--- src/rtl/lra_pkg.sv ---
// Package for the limit relay alarm logic: register map, field layout, types
package lra_pkg;
   localparam int NUM_CH      = 2;
   localparam int NUM_LIM     = 3;
   localparam int RD_W        = 16;
   localparam int DB_MIN      = 2;
   // Register word offsets (byte addresses)
   localparam logic [7:0] OFS_SYS_CTRL  = 8'h00;
   localparam logic [7:0] OFS_IRQ_STAT  = 8'h04;
   localparam logic [7:0] OFS_IRQ_MASK  = 8'h08;
   localparam logic [7:0] OFS_ACTIVE    = 8'h0C;
   localparam logic [7:0] OFS_CH_BASE   = 8'h10;
   localparam logic [7:0] OFS_CH_STRIDE = 8'h10;
   // Per-channel sub offsets
   localparam logic [3:0] SUB_CFG       = 4'h0;
   localparam logic [3:0] SUB_LIM1      = 4'h4;
   localparam logic [3:0] SUB_LIM2      = 4'h8;
   localparam logic [3:0] SUB_LIM3      = 4'hC;
   // System control fields
   localparam int SYS_BUZZ_EN_BIT = 0;
   // Channel config fields
   localparam int CFG_ON_BIT      = 0;
   localparam int CFG_LATCH_BIT   = 1;
   localparam int CFG_NC_LSB      = 2;
   localparam int CFG_DB_LSB      = 16;
   // Reset values
   localparam logic [RD_W-1:0] DB_RST  = 16'h0002;
   localparam logic [RD_W-1:0] LIM_RST = 16'h7FFF;
   typedef struct packed {
      logic                 on;
      logic                 latch;
      logic [NUM_LIM-1:0]   nc;
      logic [RD_W-1:0]      deadband;
   } lra_cfg_t;
   typedef struct packed {
      logic                  valid;
      logic [0:0]            ch;
      logic signed [RD_W-1:0] value;
   } lra_sample_t;
endpackage

--- src/rtl/lra_limit_relay.sv ---
// Limit relay alarm logic with Wishbone register slave
`timescale 1ns/10ps
`default_nettype none
module lra_limit_relay #(
   parameter int NUM_CH  = lra_pkg::NUM_CH,
   parameter int NUM_LIM = lra_pkg::NUM_LIM,
   parameter int RD_W    = lra_pkg::RD_W
) (
   input  wire logic                      clk_i,
   input  wire logic                      rst_i,
   input  wire logic                      wb_cyc_i,
   input  wire logic                      wb_stb_i,
   input  wire logic                      wb_we_i,
   input  wire logic [7:0]                wb_adr_i,
   input  wire logic [3:0]                wb_sel_i,
   input  wire logic [31:0]               wb_dat_i,
   output logic      [31:0]               wb_dat_o,
   output logic                           wb_ack_o,
   input  wire lra_pkg::lra_sample_t      sample_i,
   input  wire logic [0:0]                sel_ch_i,
   input  wire logic [1:0]                sel_lim_i,
   input  wire logic                      data_key_i,
   input  wire logic                      reset_key_i,
   output logic      [NUM_CH*NUM_LIM-1:0] relay_closed_o,
   output logic                           buzzer_o,
   output logic                           irq_o
);
   ////////////////////////////////////////////////////////////////////////
   // Register storage
   lra_pkg::lra_cfg_t                 cfg   [NUM_CH];
   logic signed [RD_W-1:0]            lim   [NUM_CH][NUM_LIM];
   logic signed [RD_W-1:0]            last  [NUM_CH];
   logic        [NUM_CH*NUM_LIM-1:0]  active;
   logic        [NUM_CH*NUM_LIM-1:0]  irq_stat;
   logic        [NUM_CH*NUM_LIM-1:0]  irq_mask;
   logic                              buzz_en;
   logic                              key_prev;

   ////////////////////////////////////////////////////////////////////////
   // Bus decode
   wire        wb_req    = wb_cyc_i & wb_stb_i & ~wb_ack_o;
   wire        wb_wr     = wb_req & wb_we_i & wb_sel_i[0];
   wire [1:0]  wb_wr_hi  = {2{wb_req & wb_we_i}} & wb_sel_i[3:2];
   wire        is_ch     = wb_adr_i >= lra_pkg::OFS_CH_BASE;
   wire [7:0]  ch_off    = wb_adr_i - lra_pkg::OFS_CH_BASE;
   wire [3:0]  ch_idx    = ch_off[7:4];
   wire [3:0]  sub       = ch_off[3:0];
   wire        ch_ok     = is_ch & (ch_idx < 4'(NUM_CH));
   wire [0:0]  cix       = ch_idx[0:0];
   wire [1:0]  lix       = 2'(sub[3:2] - 2'h1);
   wire [RD_W-1:0] db_new = wb_dat_i[lra_pkg::CFG_DB_LSB +: RD_W];
   // Deadband below minimum is refused; old value kept
   wire        db_ok     = db_new >= 16'(lra_pkg::DB_MIN);

   lra_pkg::lra_cfg_t rd_cfg;
   assign rd_cfg = cfg[cix];
   wire [31:0] rd_ch = (sub == lra_pkg::SUB_CFG) ?
                       {rd_cfg.deadband, 11'h000, rd_cfg.nc, rd_cfg.latch, rd_cfg.on} :
                       {{(32-RD_W){lim[cix][lix][RD_W-1]}}, lim[cix][lix]};
   wire [31:0] rd_mux =
      (wb_adr_i == lra_pkg::OFS_SYS_CTRL) ? {31'h0, buzz_en} :
      (wb_adr_i == lra_pkg::OFS_IRQ_STAT) ? {26'h0, irq_stat} :
      (wb_adr_i == lra_pkg::OFS_IRQ_MASK) ? {26'h0, irq_mask} :
      (wb_adr_i == lra_pkg::OFS_ACTIVE)   ? {26'h0, active} :
      ch_ok ? rd_ch : 32'h0;

   always_ff @(posedge clk_i) begin
      if (rst_i) begin
         wb_ack_o <= 1'b0;
         wb_dat_o <= 32'h0;
      end else begin
         wb_ack_o <= wb_req;
         wb_dat_o <= rd_mux;
      end
   end

   ////////////////////////////////////////////////////////////////////////
   // System control and interrupt registers
   wire stat_wr = wb_wr & (wb_adr_i == lra_pkg::OFS_IRQ_STAT);
   wire mask_wr = wb_wr & (wb_adr_i == lra_pkg::OFS_IRQ_MASK);
   wire sys_wr  = wb_wr & (wb_adr_i == lra_pkg::OFS_SYS_CTRL);

   always_ff @(posedge clk_i) begin
      if (rst_i) begin
         buzz_en  <= 1'b0;
         irq_mask <= '0;
      end else begin
         if (sys_wr) begin
            buzz_en <= wb_dat_i[lra_pkg::SYS_BUZZ_EN_BIT];
         end
         if (mask_wr) begin
            irq_mask <= wb_dat_i[NUM_CH*NUM_LIM-1:0];
         end
      end
   end

   ////////////////////////////////////////////////////////////////////////
   // Front panel clear: reset key edge while data key held
   wire        clr_press = reset_key_i & ~key_prev & data_key_i;
   wire signed [RD_W-1:0] sel_lim = lim[sel_ch_i][sel_lim_i];
   // Reading must be below selected limit
   wire        clr_ok    = clr_press & (sel_lim_i < 2'(NUM_LIM)) & (last[sel_ch_i] < sel_lim);

   always_ff @(posedge clk_i) begin
      if (rst_i) begin
         key_prev <= 1'b0;
      end else begin
         key_prev <= reset_key_i;
      end
   end

   ////////////////////////////////////////////////////////////////////////
   // Per-channel configuration, limits and limit state
   logic [NUM_CH*NUM_LIM-1:0] next_active;
   logic [NUM_CH*NUM_LIM-1:0] rise;

   for (genvar c = 0; c < NUM_CH; c++) begin : g_ch
      wire cfg_wr = wb_req & wb_we_i & ch_ok & (cix == 1'(c)) & (sub == lra_pkg::SUB_CFG);
      // Evaluate on new reading of an enabled channel
      wire evaluate = sample_i.valid & (sample_i.ch == 1'(c)) & cfg[c].on;
      always_ff @(posedge clk_i) begin
         if (rst_i) begin
            cfg[c]  <= '{on: 1'b0, latch: 1'b0, nc: '0, deadband: lra_pkg::DB_RST};
            last[c] <= '0;
         end else begin
            if (cfg_wr && wb_sel_i[0]) begin
               cfg[c].on    <= wb_dat_i[lra_pkg::CFG_ON_BIT];
               cfg[c].latch <= wb_dat_i[lra_pkg::CFG_LATCH_BIT];
               cfg[c].nc    <= wb_dat_i[lra_pkg::CFG_NC_LSB +: NUM_LIM];
            end
            if (cfg_wr && (&wb_wr_hi) && db_ok) begin
               cfg[c].deadband <= db_new;
            end
            if (evaluate) begin
               last[c] <= sample_i.value;
            end
         end
      end
      // Three independent limits each with own output
      for (genvar l = 0; l < NUM_LIM; l++) begin : g_lim
         localparam int K = c*NUM_LIM + l;
         wire lim_wr = wb_req & wb_we_i & ch_ok & (cix == 1'(c)) & (lix == 2'(l)) &
                       (sub != lra_pkg::SUB_CFG) & wb_sel_i[0] & wb_sel_i[1];
         wire signed [RD_W:0] lo   = (RD_W+1)'(lim[c][l]) - (RD_W+1)'($signed({1'b0, cfg[c].deadband}));
         wire over  = sample_i.value > lim[c][l];
         wire under = $signed({sample_i.value[RD_W-1], sample_i.value}) <= lo;
         // Clear only selected channel and limit
         wire clr   = clr_ok & (sel_ch_i == 1'(c)) & (sel_lim_i == 2'(l)) & cfg[c].latch;
         always_comb begin
            next_active[K] = active[K];
            if (evaluate && over) begin
               next_active[K] = 1'b1;
            end else if (evaluate && under && !cfg[c].latch) begin
               next_active[K] = 1'b0;
            // Latched output held until manual clear
            end else if (clr) begin
               next_active[K] = 1'b0;
            end
            rise[K] = next_active[K] & ~active[K];
         end
         always_ff @(posedge clk_i) begin
            if (rst_i) begin
               lim[c][l] <= lra_pkg::LIM_RST;
            end else if (lim_wr) begin
               lim[c][l] <= wb_dat_i[RD_W-1:0];
            end
         end
         assign relay_closed_o[K] = active[K] ^ cfg[c].nc[l];
      end
   end

   ////////////////////////////////////////////////////////////////////////
   // Limit state and sticky interrupt status (set wins over clear)
   always_ff @(posedge clk_i) begin
      if (rst_i) begin
         active   <= '0;
         irq_stat <= '0;
      end else begin
         active   <= next_active;
         irq_stat <= (irq_stat & ~({(NUM_CH*NUM_LIM){stat_wr}} & wb_dat_i[NUM_CH*NUM_LIM-1:0])) | rise;
      end
   end

   assign irq_o    = |(irq_stat & irq_mask);
   // Buzzer sounds on any active limit when enabled
   assign buzzer_o = buzz_en & (|active);

   ////////////////////////////////////////////////////////////////////////
   // Assertions
   a_limit_activate: assert property (@(posedge clk_i) disable iff (rst_i)
      (sample_i.valid && sample_i.ch == 1'b0 && cfg[0].on && sample_i.value > lim[0][0])
      |=> active[0])
      else $error("limit output not activated above limit");
   a_nonlatch_hold: assert property (@(posedge clk_i) disable iff (rst_i)
      (active[0] && !clr_ok && sample_i.valid && sample_i.ch == 1'b0 &&
       sample_i.value > $signed(lim[0][0] - $signed(cfg[0].deadband)))
      |=> active[0])
      else $error("output released inside deadband");
   a_deadband_min: assert property (@(posedge clk_i) disable iff (rst_i)
      cfg[0].deadband >= 16'(lra_pkg::DB_MIN))
      else $error("deadband below minimum");
   a_latch_hold: assert property (@(posedge clk_i) disable iff (rst_i)
      (active[0] && cfg[0].latch && !clr_ok) |=> active[0])
      else $error("latched output dropped without clear");
   a_clear_ignored: assert property (@(posedge clk_i) disable iff (rst_i)
      (active[0] && cfg[0].latch && !sample_i.valid && clr_press && sel_ch_i == 1'b0 &&
       sel_lim_i == 2'd0 && last[0] >= lim[0][0]) |=> active[0])
      else $error("clear accepted while reading not below limit");
   a_clear_works: assert property (@(posedge clk_i) disable iff (rst_i)
      (cfg[0].latch && !sample_i.valid && clr_ok && sel_ch_i == 1'b0 && sel_lim_i == 2'd0)
      |=> !active[0])
      else $error("valid clear did not release output");
   a_relay_polarity: assert property (@(posedge clk_i) disable iff (rst_i)
      relay_closed_o[1] == (active[1] != cfg[0].nc[1]))
      else $error("relay polarity wrong");
   a_off_skipped: assert property (@(posedge clk_i) disable iff (rst_i)
      (!cfg[1].on && !clr_ok) |=> $stable(active[5:3]))
      else $error("off channel evaluated");
   a_buzzer_gate: assert property (@(posedge clk_i) disable iff (rst_i)
      !buzz_en |-> !buzzer_o)
      else $error("buzzer sounded while disabled");
endmodule
`default_nettype wire

--- config.mk ---
export PLATFORM = sky130hd
export DESIGN_NAME = lra_limit_relay
export DESIGN_NICKNAME = d
export VERILOG_FILES = /design/src/rtl/lra_pkg.sv /design/src/rtl/lra_limit_relay.sv
export SDC_FILE = /design/constraint.sdc
export NUM_CORES = 1
export LEC_CHECK = 0
export ABC_AREA = 1
export ABC_CLOCK_PERIOD_IN_PS = 5040
export BUFFER_PORTS_ARGS = -buffer_cell sky130_fd_sc_hd__buf_4
export CORE_ASPECT_RATIO = 0.9
export CORE_MARGIN = 2
export CORE_UTILIZATION = 25
export CTS_BUF_LIST = sky130_fd_sc_hd__clkbuf_8
export DETAILED_ROUTE_END_ITERATION = 8
export SYNTH_ARGS = -nofsm -noshare
export SYNTH_HDL_FRONTEND = slang
export SYNTH_SLANG_ARGS = --single-unit
--- constraint.sdc ---
create_clock -name clk_i -period 5.04 [get_ports clk_i]
set_input_delay 0.504 -clock clk_i [delete_from_list [all_inputs] [get_ports clk_i]]
set_output_delay 0.504 -clock clk_i [all_outputs]
set_load 0.01 [all_outputs]
==> impl_metrics.csv <==
group,metric,value,unit
setup_path,end_kind,"flop",
timing,rsz0062_at_grt,"false",
clocking,clkLatencyLatePin,0.63,ns
timing,maxSlewViolCount,0,
final_layout,multi_input_area,0.01207,mm²
clocking,cts_buffers,45,
place,place_ws,0.9825,ns
synthesis,synth_top_area_share,0.2587,
clocking,cts_sinks,223,
final_layout,final_nets,3051,
setup_path,critPathRequiredTime,5.59,ns
setup_path,worst-setup-path-type,"flop to flop",
synthesis,syn_area,0.01974,mm²
power,leakagePower,10.28,nW
timing,whs,0.1198,ns
power,powerDensity,227.6,mW/mm²
synthesis,yosysMostFrequentCell,"nand2_1",
clocking,htreeDepth,2,
clocking,post-cts-setup-buffer-count,0,
power,ir_drop,0.1520,mV
timing,worst_clock_skew,0.03066,ns
synthesis,synth_area_leaders,"edfxtp_1 (26%), ha_1 (20%), nand2_1 (9.2%)",
synthesis,ys_ff_latch,223,
drt,antenna_left,0,
timing,finalHoldViolCount,0,
timing,worstMarginPinSlew,1.000,ns
setup_path,cp.arrival,4.69,ns
setup_path,crit_fanout,4,
timing,period_minus_slack,4.138,ns
final_layout,drive_above_1_share,0.08767,
synthesis,ys_seq_area_frac,0.3124,
drt,via_per_inst,4.962,
final_layout,ff_latch_area,0.006166,mm²
outcome,status,"finished clean",
timing,fmax,241.7,MHz
timing,fin_crit_sh,0.8209,
timing,tns,0,ns
floorplan,die_w,300.2,µm
clocking,cts-hold-fix-buffers,0,
final_layout,num_antenna_cells,0,
global_route,antenna_found_initial,0,
synthesis,async_reset_ff_frac,0,
floorplan,die-height,270.5,µm
synthesis,synth_edf_count,170,
final_layout,nFillCells,8462,
floorplan,start_util,0.2529,
min_path,worstHoldPathType,"input pin to flop",
floorplan,ios,113,
synthesis,ys_warn_count,0,
place,dp_hpwl,60480,µm
final_layout,area_growth,15.01,%
drt,drt-initial-drc-count,1800,
clocking,clockBufferDepth,3,
drt,via_count,18513,
synthesis,synth_top_area_cell,"edfxtp_1",
global_route,grt_max_degree,61,
synthesis,synth_cell_types,54,
drt,first_pass_iters,6,
global_route,grt_pass1_vias,17278,
setup_path,startpoint_type,"flop",
drt,wl_per_cell,20.43,µm
clocking,cts-root-buf,"clkbuf_8",
synthesis,syn_inst,2530,
synthesis,yosys-top-cells-count,"nand2_1 (485), a21oi_1 (332), ha_1 (316)",
synthesis,syn_area_per_cell,7.800,µm²
timing,setup_viol,0,
floorplan,dieArea,0.08121,mm²
clocking,cts_resized,0,
floorplan,row_count,97,
synthesis,yosys_most_used_dff,"edfxtp_1",
clocking,cts_tree,"done",
place,io_buffers,112,
drt,drt_wl_total,76230,µm
flow_run,drv_cap,0,
drt,route.detailed.drc,0,
synthesis,syn-num-nets,2924,
global_route,grt.overflow.total,0,
place,place_congestion,0.9511,
global_route,grt_pass1_wl,112200,µm
timing,setup_ws,0.9025,ns
timing,slew_headroom,0.3316,
clocking,path_clk_slew,0.06,ns
global_route,grt_usage,0.1842,
floorplan,coreArea,0.07804,mm²
sequential cells by signal, indices dropped and copies added (netlist names), 6 cells and up:
name	cells
active	6
cfg	42
irq_mask	6
irq_stat	6
last	32
lim	96
wb_dat_o	32
power breakdown:
group,total [W],leakage [nW],internal (W),switching (W)
combinational,0.00122,7.86,0.000424,0.000791
sequential,0.00207,1.93,0.00202,0.0000460
clock,0.00188,0.492,0.000995,0.000887
total,0.00517,10.3,0.00344,0.00172
final timing paths:
kind | cells after the start | endpoint | start | slack (ns)
min reg2reg | 2 | irq_stat[3] | irq_stat[3] | 0.50
min | 3 | key_prev | reset_key_i | 0.12
max | 19 | active[0] | lim[0][32] | 0.90
max reg2reg | 19 | active[0] | lim[0][32] | 0.90
per-layer routing:
layer,track usage,wire length [µm]
met3,0.04730,6917
met1,0.2528,34350
met5,0,0
met4,0.06671,2757
met2,0.2770,32210
stage by stage:
step	cell area [µm²]	cells	util	total power, W
2_1_floorplan	19740	2530	-	0.002856
4_1_cts	22700	3731	0.2908	0.005184
6_report	22700	3731	0.2908	0.005165
3_3_place_gp	21830	3649	0.2798	0.003288
3_5_place_dp	21830	3649	0.2798	0.003293
5_1_grt	22700	3731	0.2908	0.005419
placed cells by master (no fill, tap or decap), types with 10 or more instances in the layout:
| cell | count |
|---|---|
| a21oi_1 | 332 |
| o21ai_0 | 155 |
| o21bai_1 | 11 |
| nand3_1 | 74 |
| ha_1 | 316 |
| buf_4 | 142 |
| nand2_1 | 485 |
| xor2_1 | 66 |
| nor4_1 | 23 |
| clkbuf_8 | 49 |
| o31ai_1 | 14 |
| xnor2_1 | 30 |
| nand4_1 | 28 |
| o211ai_1 | 10 |
| a31oi_1 | 19 |
| nor3_1 | 33 |
| nor2_1 | 203 |
| o21ai_1 | 17 |
| clkinv_1 | 15 |
| inv_1 | 325 |
| edfxtp_1 | 170 |
| dfxtp_1 | 53 |
| a221oi_1 | 24 |
cells by family (layout without fill, tap and decap cells):
kind of cell	count (synthesis)	after routing	synth area share
multiplexers	2	2	0.001014
adder cells (fa/ha/maj)	322	322	0.2064
AO/OA/AOI/OAI	625	625	0.1752
flip-flops	223	223	0.3124
buffers and inverters	388	550	0.07583
AND/OR/NAND/NOR	873	873	0.1857
XOR/XNOR	97	97	0.04343
worst max-delay path, stage by stage, from the launching register on:
cell and delay (ns):
edfxtp_1 0.41, inv_1 0.07, ha_1 0.22, fa_1 0.41, o21ai_0 0.53, nand3_1 0.15, o2111ai_1 0.25, a211oi_1 0.17
xor2_1 0.17, ha_1 0.34, inv_1 0.06, nor3_1 0.22, inv_1 0.06, nor4_1 0.29, nand3_1 0.12, o211ai_1 0.18
nand3_1 0.09, a21oi_1 0.14, nand2_1 0.07, a21oi_1 0.13
layout make-up:
cell class / instances / area share
clock buffers: 49 / 0.02971
clock inverters: 33 / 0.008379
inverters: 326 / 0.05408
multi-input cells: 1919 / 0.5319
flip-flops and latches: 223 / 0.2717
well taps: 1039 / 0.05728
repair buffers: 142 / 0.04697
Note: power is estimated with default switching activity, not from simulation.
